File: src/hw/oad_regs.vh
// constants for the operand address decoder
`ifndef OAD_REGS_VH
`define OAD_REGS_VH
`define OAD_MODE_DIRECT 2'h0
`define OAD_MODE_INDIRECT 2'h1
`define OAD_MODE_SYMBOLIC 2'h2
`define OAD_MODE_AUTOINC 2'h3
`define OAD_OPC_HI 15
`define OAD_OPC_LO 13
`define OAD_BYTE_BIT 12
`define OAD_TD_HI 11
`define OAD_TD_LO 10
`define OAD_DR_HI 9
`define OAD_DR_LO 6
`define OAD_TS_HI 5
`define OAD_TS_LO 4
`define OAD_SR_HI 3
`define OAD_SR_LO 0
`define OAD_MOVE_OPC 3'h6
`define OAD_WORD_STEP 16'h0002
`define OAD_BYTE_STEP 16'h0001
`define OAD_JUMP_TOP 4'h1
`define OAD_FMT39_TOP 3'h1
`define OAD_FMT4_TOP 6'h0C
`define OAD_FMT5_TOP 8'h08
`define OAD_FMT6_TOP 6'h01
`define OAD_SHIFT_CNT_HI 7
`define OAD_SHIFT_CNT_LO 4
`define OAD_CRU_CNT_HI 9
`define OAD_CRU_CNT_LO 6
`define OAD_IBUF_AW 2
`endif

File: src/hw/oad_decoder.v
// operand address decoder: fetches an instruction and resolves its operand addresses
// Function
// - byte bit one selects 8-bit operand, zero selects 16-bit word.
// - two-bit type fields select addressing mode for source and destination.
// - register fields name workspace registers 0 to 15.
// - type 00 uses the named workspace register itself.
// - byte access in direct register mode hits the register's left byte.
// - destination fields sit above source fields in two-operand words.
// - opcode 110 with byte clear decodes as word move.
// - type 01 uses register content as operand address.
// - type 11 is indirect, then register grows by one or two.
// - type 10 with register 0 uses next word as address.
// - both symbolic: source from first extension word, destination from second.
// - type 10 nonzero register adds index register to extension word.
// - jump target is program counter plus twice signed displacement.
// - count field gives shift positions or serial bit-I/O transfer count.
// - word operand addresses are always even; direct-mode addresses are wp_in plus twice n and are not forced even.
// - instructions are one, two or three words long.
// - workspace register n lies at workspace pointer plus twice n.
`timescale 1ns/10ps
`include "oad_regs.vh"
module oad_decoder (
	input wire sys_clk_in,
	input wire rst_in,
	input wire start_in,
	input wire [15:0] pc_in,
	input wire [15:0] wp_in,
	input wire mem_ack_in,
	input wire [15:0] mem_rdata_in,
	output reg mem_req_out,
	output reg mem_we_out,
	output reg [15:0] mem_addr_out,
	output reg [15:0] mem_wdata_out,
	output reg busy_out,
	output reg done_out,
	output reg [15:0] instr_out,
	output reg [1:0] instr_len_out,
	output reg byte_op_out,
	output reg move_word_op_out,
	output reg [1:0] src_mode_out,
	output reg [3:0] source_reg_field_out,
	output reg [1:0] dst_mode_out,
	output reg [3:0] dest_reg_field_out,
	output reg src_valid_out,
	output reg dst_valid_out,
	output reg [15:0] src_ea_out,
	output reg [15:0] dst_ea_out,
	output reg [15:0] jump_target_out,
	output reg [3:0] count_out,
	output reg [15:0] next_pc_out
);
	localparam S_IDLE = 4'h0;
	localparam S_FETCH = 4'h1;
	localparam S_HOLD = 4'h2;
	localparam S_DECODE = 4'h3;
	localparam S_OPER = 4'h4;
	localparam S_IND = 4'h5;
	localparam S_INC = 4'h6;
	localparam S_EXT = 4'h7;
	localparam S_IDX = 4'h8;
	localparam S_NEXT = 4'h9;

	reg [3:0] state;
	reg [15:0] pc_r;
	reg cur_dst;
	reg has_dst;
	reg [15:0] ea_r;
	reg [15:0] ext_r;
	reg [1:0] words;
	wire [15:0] ir;

	function [15:0] reg_addr;
		input [15:0] wp;
		input [3:0] n;
		begin
			reg_addr = wp + {11'h000, n, 1'b0};
		end
	endfunction

	// indirect, autoincrement, symbolic and indexed word operands never land on an odd address
	function [15:0] align_ea;
		input [15:0] a;
		input is_byte;
		begin
			align_ea = is_byte ? a : {a[15:1], 1'b0};
		end
	endfunction

	// instruction written back here so extension words stay with it
	oad_ibuf u_ibuf (
		.sys_clk_in(sys_clk_in),
		.wr_en_in(mem_req_out & mem_ack_in & ~mem_we_out),
		.wr_idx_in(words),
		.wr_data_in(mem_rdata_in),
		.rd_idx_in(2'h0),
		.rd_data_out(ir)
	);

	// mode and register follow the operand being resolved
	wire [1:0] cur_mode = cur_dst ? dst_mode_out : src_mode_out;
	wire [3:0] cur_reg = cur_dst ? dest_reg_field_out : source_reg_field_out;
	wire [15:0] cur_reg_addr = reg_addr(wp_in, cur_reg);
	wire [15:0] step = byte_op_out ? `OAD_BYTE_STEP : `OAD_WORD_STEP;

	always @(posedge sys_clk_in) begin
		if (rst_in) begin
			state <= S_IDLE;
			pc_r <= 16'h0000;
			cur_dst <= 1'b0;
			has_dst <= 1'b0;
			ea_r <= 16'h0000;
			ext_r <= 16'h0000;
			words <= 2'h0;
			mem_req_out <= 1'b0;
			mem_we_out <= 1'b0;
			mem_addr_out <= 16'h0000;
			mem_wdata_out <= 16'h0000;
			busy_out <= 1'b0;
			done_out <= 1'b0;
			instr_out <= 16'h0000;
			instr_len_out <= 2'h0;
			byte_op_out <= 1'b0;
			move_word_op_out <= 1'b0;
			src_mode_out <= 2'h0;
			source_reg_field_out <= 4'h0;
			dst_mode_out <= 2'h0;
			dest_reg_field_out <= 4'h0;
			src_valid_out <= 1'b0;
			dst_valid_out <= 1'b0;
			src_ea_out <= 16'h0000;
			dst_ea_out <= 16'h0000;
			jump_target_out <= 16'h0000;
			count_out <= 4'h0;
			next_pc_out <= 16'h0000;
		end else begin
			done_out <= 1'b0;
			case (state)
			S_IDLE: begin
				if (start_in) begin
					busy_out <= 1'b1;
					pc_r <= pc_in;
					words <= 2'h0;
					mem_req_out <= 1'b1;
					mem_we_out <= 1'b0;
					mem_addr_out <= pc_in;
					state <= S_FETCH;
				end
			end
			S_FETCH: begin
				if (mem_ack_in) begin
					mem_req_out <= 1'b0;
					pc_r <= pc_r + `OAD_WORD_STEP;
					words <= words + 2'h1;
					state <= S_HOLD;
				end
			end
			// buffer read is registered, so wait one cycle
			S_HOLD: begin
				state <= S_DECODE;
			end
			S_DECODE: begin
				instr_out <= ir;
				byte_op_out <= ir[`OAD_BYTE_BIT];
				move_word_op_out <= (ir[`OAD_OPC_HI:`OAD_OPC_LO] == `OAD_MOVE_OPC) & ~ir[`OAD_BYTE_BIT];
				dst_mode_out <= ir[`OAD_TD_HI:`OAD_TD_LO];
				dest_reg_field_out <= ir[`OAD_DR_HI:`OAD_DR_LO];
				src_mode_out <= ir[`OAD_TS_HI:`OAD_TS_LO];
				source_reg_field_out <= ir[`OAD_SR_HI:`OAD_SR_LO];
				// pc already points past the instruction
				jump_target_out <= pc_r + {{7{ir[7]}}, ir[7:0], 1'b0};
				// shift count or serial bit-I/O count
				count_out <= (ir[15:12] == 4'h0 && ir[15:8] >= `OAD_FMT5_TOP) ?
					ir[`OAD_SHIFT_CNT_HI:`OAD_SHIFT_CNT_LO] : ir[`OAD_CRU_CNT_HI:`OAD_CRU_CNT_LO];
				src_valid_out <= 1'b0;
				dst_valid_out <= 1'b0;
				cur_dst <= 1'b0;
				// only dual-operand words carry a destination
				has_dst <= ir[15:14] != 2'h0;
				if (instr_is_operand(ir)) begin
					state <= S_OPER;
				end else begin
					state <= S_NEXT;
				end
			end
			S_OPER: begin
				case (cur_mode)
				`OAD_MODE_DIRECT: begin
					// byte access keeps even address, the left byte
					ea_r <= cur_reg_addr;
					state <= S_NEXT;
				end
				`OAD_MODE_SYMBOLIC: begin
					// source first, so it takes the earlier word
					mem_req_out <= 1'b1;
					mem_we_out <= 1'b0;
					mem_addr_out <= pc_r;
					state <= S_EXT;
				end
				default: begin
					mem_req_out <= 1'b1;
					mem_we_out <= 1'b0;
					mem_addr_out <= cur_reg_addr;
					state <= S_IND;
				end
				endcase
			end
			S_IND: begin
				if (mem_ack_in) begin
					ea_r <= align_ea(mem_rdata_in, byte_op_out);
					if (cur_mode == `OAD_MODE_AUTOINC) begin
						// bump register by one or two
						mem_we_out <= 1'b1;
						mem_wdata_out <= mem_rdata_in + step;
						state <= S_INC;
					end else begin
						mem_req_out <= 1'b0;
						state <= S_NEXT;
					end
				end
			end
			S_INC: begin
				if (mem_ack_in) begin
					mem_req_out <= 1'b0;
					mem_we_out <= 1'b0;
					state <= S_NEXT;
				end
			end
			S_EXT: begin
				if (mem_ack_in) begin
					pc_r <= pc_r + `OAD_WORD_STEP;
					words <= words + 2'h1;
					if (cur_reg == 4'h0) begin
						mem_req_out <= 1'b0;
						ea_r <= align_ea(mem_rdata_in, byte_op_out);
						state <= S_NEXT;
					end else begin
						ext_r <= mem_rdata_in;
						mem_addr_out <= cur_reg_addr;
						state <= S_IDX;
					end
				end
			end
			S_IDX: begin
				if (mem_ack_in) begin
					mem_req_out <= 1'b0;
					ea_r <= align_ea(ext_r + mem_rdata_in, byte_op_out);
					state <= S_NEXT;
				end
			end
			S_NEXT: begin
				if (cur_dst) begin
					dst_ea_out <= ea_r;
					dst_valid_out <= 1'b1;
				end else if (instr_is_operand(instr_out)) begin
					src_ea_out <= ea_r;
					src_valid_out <= 1'b1;
				end
				if (!cur_dst && has_dst) begin
					cur_dst <= 1'b1;
					state <= S_OPER;
				end else begin
					busy_out <= 1'b0;
					done_out <= 1'b1;
					instr_len_out <= words;
					next_pc_out <= pc_r;
					state <= S_IDLE;
				end
			end
			default: begin
				state <= S_IDLE;
			end
			endcase
		end
	end

	// source-operand formats: dual, 3/4/9 and single-operand program control
	function instr_is_operand;
		input [15:0] w;
		begin
			instr_is_operand = (w[15:14] != 2'h0) || (w[15:13] == `OAD_FMT39_TOP) ||
				(w[15:10] == `OAD_FMT6_TOP);
		end
	endfunction
endmodule

File: src/hw/oad_ibuf.v
// small instruction word buffer with registered read
`timescale 1ns/10ps
module oad_ibuf (
	input wire sys_clk_in,
	input wire wr_en_in,
	input wire [1:0] wr_idx_in,
	input wire [15:0] wr_data_in,
	input wire [1:0] rd_idx_in,
	output reg [15:0] rd_data_out
);
	reg [15:0] mem [0:3];
	always @(posedge sys_clk_in) begin
		if (wr_en_in) begin
			mem[wr_idx_in] <= wr_data_in;
		end
		rd_data_out <= mem[rd_idx_in];
	end
endmodule

File: config.mk
export PLATFORM = sky130hd
export DESIGN_NAME = oad_decoder
export DESIGN_NICKNAME = d
export VERILOG_FILES = /design/src/hw/oad_decoder.v /design/src/hw/oad_ibuf.v
export VERILOG_INCLUDE_DIRS = /design/src /design/src/hw
export SDC_FILE = /design/constraint.sdc
export NUM_CORES = 1
export LEC_CHECK = 0
export BUFFER_PORTS_ARGS = -buffer_cell sky130_fd_sc_hd__buf_2
export CORE_ASPECT_RATIO = 1.75
export CORE_MARGIN = 3
export CORE_UTILIZATION = 57
export DETAILED_ROUTE_END_ITERATION = 16
export PLACE_DENSITY = 0.86
export SLEW_MARGIN = 10
export SYNTH_ARGS = -nofsm -noshare
export SYNTH_HDL_FRONTEND = slang
export SYNTH_SLANG_ARGS = --single-unit
File: constraint.sdc
create_clock -name sys_clk_in -period 3.6 [get_ports sys_clk_in]
set_clock_uncertainty 0.15 [all_clocks]
set_input_delay 0.18 -clock sys_clk_in [delete_from_list [all_inputs] [get_ports sys_clk_in]]
set_output_delay 0.18 -clock sys_clk_in [all_outputs]
set_load 0.02 [all_outputs]
Yosys cells after proc, flatten, opt, wreduce, memory -nomap -nowiden. Memories as Yosys holds them, arrays and structs flattened. A register that Yosys moved wholly into a read port is not among the register bits. Index checks and enable logic that the tools add are counted.

Magnitude comparators: 1. Shift-type cells: 0. Eq/ne operators: 36. Multiplexer cells: 58. Bitwise gates (word level): 9. Reduce and logical (&&, ||, !) cells: 39. Div/mod/pow operators: 0. $add $sub $neg: 6. $mul: 0.

Operators with widths (count): $mux W16 (9); $pmux W16 S2 (2); $pmux W16 S4 (1); $pmux W16 S3 (1); $mux W4 (9); $pmux W4 S9 (1); $ne A2 B2 Y1 const B (17); $add A16 B16 Y16 (2); $mux W1 (22); $reduce_and A3 Y1 (6); $add A16 B2 Y16 (1); $add A16 B2 Y16 const B (1); $add A16 B5 Y16 (1); $eq A4 B3 Y1 const B (4); $eq A6 B1 Y1 const B (2); $logic_not A4 Y1 (3); $reduce_and A6 Y1 (2); $reduce_and A5 Y1 (2); $reduce_bool A2 Y1 (5); $eq A4 B2 Y1 const B (2); $eq A4 B4 Y1 const B (2); $ge A8 B4 Y1 const B (1); $mux W2 (4); $pmux W1 S2 (4); other kinds (24) (45).

Memory bits (writable): 64. Memories kept: 1. Bits in read-only memories: 0. Word-level logic and storage cells: 178. Output and inout bits: 138. Input bits: 52. Flip-flop bits (word level): 194. Bits in latches: 0.

Memory list: u_ibuf.mem (depth 4, bits a word 16, read ports 1, clocked after Yosys merged registers in 1, write ports 1, line oad_ibuf.v:11) `reg [15:0] mem [0:3];`.

Depth between registers and ports, before layout.
Word-level depth: 6. Gate-level depth with buffers: 12. Depth with buffers taken out: 10.

By module. Synthesis repeated with hierarchy kept, for this count alone.

Cells, all modules: 1288. Area, all modules: 12300.5 sq um.

By module, submodules not included: oad_decoder (cells an instance 1184, area an instance 9603.0 sq um, instances 1, sequential area each 3623.5 sq um); oad_ibuf (cells an instance 104, area an instance 2697.6 sq um, instances 1, sequential area each 2242.2 sq um).

Least setup slack after synthesis. Ideal clock, no wire load.

Path type: register to register. Start point: reg cur_dst. End point: reg mem_addr_out[15]. Clock period less this slack: 2.937 ns. Setup time: 0.136 ns. Arrival time: 2.651 ns. Data required time: 3.314 ns. Setup slack: 0.663 ns. Buffers on the path: 2. Cell stages (with the launch flop): 13. Cell sequence: dfxtp_1 -> buf_2 -> buf_2 -> mux2_2 -> ha_1 -> inv_1 -> fa_1 -> nor2b_1 -> o21ai_0 -> a211oi_1 -> xor2_1 -> a222oi_1 -> a211oi_2.

Cells in the longest elaborated chain, start to end: 5. Elaborated cells between the ends (all ways): 13. Those cells by class: add/sub (1); eq/ne (3); mux (6); reduce/logical (3).

RTL lines: start: declaration (line oad_decoder.v:65) `reg cur_dst;`; start signal: assignment (line oad_decoder.v:109) `cur_dst <= 1'b0;`; start signal: assignment (line oad_decoder.v:176) `cur_dst <= 1'b0;`; start signal: assignment (line oad_decoder.v:259) `cur_dst <= 1'b1;`; $mux W4 (line oad_decoder.v:101) `wire [3:0] cur_reg = cur_dst ? dest_reg_field_out : source_reg_field_out;`; $add A16 B5 Y16 (line oad_decoder.v:76) `reg_addr = wp + {11'h000, n, 1'b0};`; $mux W16 (line oad_decoder.v:232) `if (cur_reg == 4'h0) begin`; $mux W16 (line oad_decoder.v:229) `if (mem_ack_in) begin`; $pmux W16 S3 (line oad_decoder.v:137) `case (state)`; end signal: assignment (line oad_decoder.v:145) `mem_addr_out <= pc_in;`; end signal: assignment (line oad_decoder.v:196) `mem_addr_out <= pc_r;`; end signal: assignment (line oad_decoder.v:238) `mem_addr_out <= cur_reg_addr;`; end: declaration (line oad_decoder.v:32) `output reg [15:0] mem_addr_out,`.

Parallel ways exist; a longest one is shown, timed or not. The select of a mux whose other input is x is not followed. A chain may end at the register's enable or synchronous reset.

Worst setup path after layout. Ends and elaborated chain as after synthesis.

==> metrics.txt <==
crit path max fanout 8; status finished clean; Worst path max stage delay 460 ps; Synth cell types between 70 and 80; worst hold-check path type input port to flip-flop; Placeable Area roughly 18000 sq um; initial antenna violation count 0; first-pass GRT wire length 54300 um; die area 20600 sq um; fin crit period 2960 ps; antenna cells 0; detail-routed via count per cell 6.27; # port buffers 189; setup bufs post-CTS 0; largest net degree at the start of global routing 96; synthesized area 10700 sq um; die span in y approximately 190 um; Relative slew margins 25.0%; average cell area after synthesis about 8.5 sq um; Layout Area Growth over Synthesis 19.2%; GPL Wtd Cong 1.02; Initial Util between 50% and 60%; Post-Syn Instances 1271; required time of the critical path approximately 3800 ps; via count 10673; Max Fclk 0.338 GHz; Synth Net Count between 1000 and 1500; CTS tree yes; htree depth 1; CP top delay family compound AO/OA/AOI/OAI gates; TritonCTS Buffers 21; critical path launch point type flip-flop; nets 1547; post-DP HPWL 25700 um; clk slew on worst S/H paths around 70 ps; post-synthesis sequential area ratio between 40% and 50%; Crit Path Category flip-flop to flip-flop; max-slew violation count 0; CP Depth 11; share of flip-flops with an asynchronous set or reset 0%; DRT Pass-1 Iters 7; Hold Crit Depth 4; arrival time worst endpoint about 3100 ps; Slew @ Worst Pin roughly 1100 ps; post-route ant nets 0; IO Pins 190; CP cell instances mux2_2 -> ha_1 -> inv_1 -> fa_1 -> nor2b_1 -> o21ai_0 -> buf_4 -> a211oi_1 -> xor2_1 -> a222oi_1 -> a211oi_2; Residual DRC 0; setup TNS 0 ps; # rows 65; crit end category flip-flop; area of the multi-input gates 5780 sq um; Post-synth EDFFs 16; Leak slightly above 5 nW; fill count 1441; hold violation total from the final report 0; Max-Cap Viols 0; crit share post-route 82.1%; Primary FF master, synth dfxtp_1; Total GRT Usage between 30% and 40%; number of synthesized register bits ~210; initial drt markers 1080; # setup viols final 0; unrepaired setup endpoints after global routing false; Register Area 4420 sq um; final wirelength about 35000 um; CTS Sinks 213; Avg WL per Cell 20.7 um; grt ovf 0; CTS Buffer Depth 3; Design Power just over 6 mW; Power per Cell Area around 470 nW/um^2; Crit-path slowest cell dfxtp_1; Synth Warn # 0; Root Buffer clkbuf_16; buffer and inverter count on the worst path 2; vias in the first global route 10273; clk_lat worst skew 500 ps; layout cells sized above 1 19.5%; R2R cell count 11; Die W 110 um; peak supply drop between 0.3 and 0.4 mV
==> per-layer routing <==
metal	GRT usage, %	vias to the layer above	part of all wire, %
li1	-	4915	-
met1	37.2	4964	35
met2	57.3	601	49
met3	6.13	193	7.9
met4	21.5	0	7.8
met5	0	-	0
==> cell type report <==
type                       count  area share (%)
tap                          234            2.29
sequential                   213            34.5
multi-input combinational    938            45.1
clock buffer                  24            4.35
timing repair buffer         251            11.7
inverter                      29           0.850
clock inverter                13            1.17
==> worst paths after layout <==
kind | startpoint | to | slack [ps]
setup / recovery | cur_dst$_SDFFE_PP0P_ | mem_addr_out[15]$_SDFFE_PP0P_ | 640
hold / removal | wp_in[11] | ea_r[11]$_SDFFE_PP0P_ | 130
setup reg to reg | cur_dst$_SDFFE_PP0P_ | mem_addr_out[15]$_SDFFE_PP0P_ | 640
hold reg to reg | u_ibuf.mem[0][2]$_DFFE_PP_ | u_ibuf.rd_data_out[2]$_DFF_P_ | 190
==> timing repair <==
item,in CTS,in global routing
endpoints found under the hold margin,62,0
resized for setup,0,0
hold buffers,35,0
==> power breakdown <==
part           switching, mW  total (mW)  leakage [nW]  internal, mW
clock network          0.948        2.28         0.353          1.33
registers              0.172        2.69          1.75          2.52
logic                  0.691        1.09          3.09         0.400
==> through the flow <==
stage,hold slack [ps],std cells,worst slack [ps],utilization (%),instance area [sq um]
6_report,130,1702,644,70.0,12800
5_1_grt,117,1702,419,70.0,12800
4_1_cts,106,1702,665,70.0,12800
3_5_place_dp,178,1630,669,64.2,11800
3_3_place_gp,175,1630,731,64.2,11800
2_1_floorplan,129,1271,663,-,10700
==> cell usage in the layout, fill, tap and decap left out, drive strengths merged, types with 26 or more instances in the layout <==
cell type	Yosys	layout
buf	36	216
nand2	214	214
dfxtp	197	197
a21oi	129	129
nor2	112	112
a211oi	61	61
o21ai	59	59
ha	37	37
dlygate4sd3	0	35
inv	29	31
nand3	29	29
mux2i	26	26
==> cells in the mapped netlist, drive strengths merged, types with 5 or more instances <==
library cell	n	share of area [%]
a222oi	14	1.3
nand3	29	1.4
edfxtp	16	4.5
nand2b	15	0.87
a211oi	61	5.0
clkbuf	55	1.9
xor2	23	1.9
a221oi	15	1.2
a21o	15	1.0
o21ai	59	2.7
buf	36	2.3
nor4	6	0.35
o31ai	6	0.42
nor2b	9	0.52
ha	37	4.3
and3	11	0.64
a311oi	5	0.41
a22oi	5	0.35
mux2i	26	2.4
o21a	8	0.56
nor2	112	4.1
and2	7	0.41
nor3	18	0.89
or2	6	0.35
a21oi	129	6.1
nand4	11	0.64
nand2	214	7.5
xnor2	17	1.4
dfxtp	197	37
inv	29	1.0
or3	7	0.41
==> cell families (layout without fill, tap and decap cells) <==
family / count (synthesis) / count (layout) / share of synthesized area (%)
and+or+nand+nor: 461 / 461 / 19.4
AOI/OAI and AO/OA: 366 / 366 / 23.0
DFF: 213 / 213 / 41.2
buffers and inverters: 120 / 317 / 5.22
adders and majority gates: 41 / 41 / 5.05
xor gates and xnor gates: 40 / 40 / 3.26
muxes: 30 / 30 / 2.84
==> worst register-to-register path, cell delays in order, from the launching register on <==
cell,delay (ps)
dfxtp_1,460
mux2_2,220
ha_1,190
inv_1,60
fa_1,400
nor2b_1,120
o21ai_0,80
buf_4,160
a211oi_1,290
xor2_1,160
a222oi_1,380
a211oi_2,110
No activity file was read; power rests on OpenSTA's default activity.
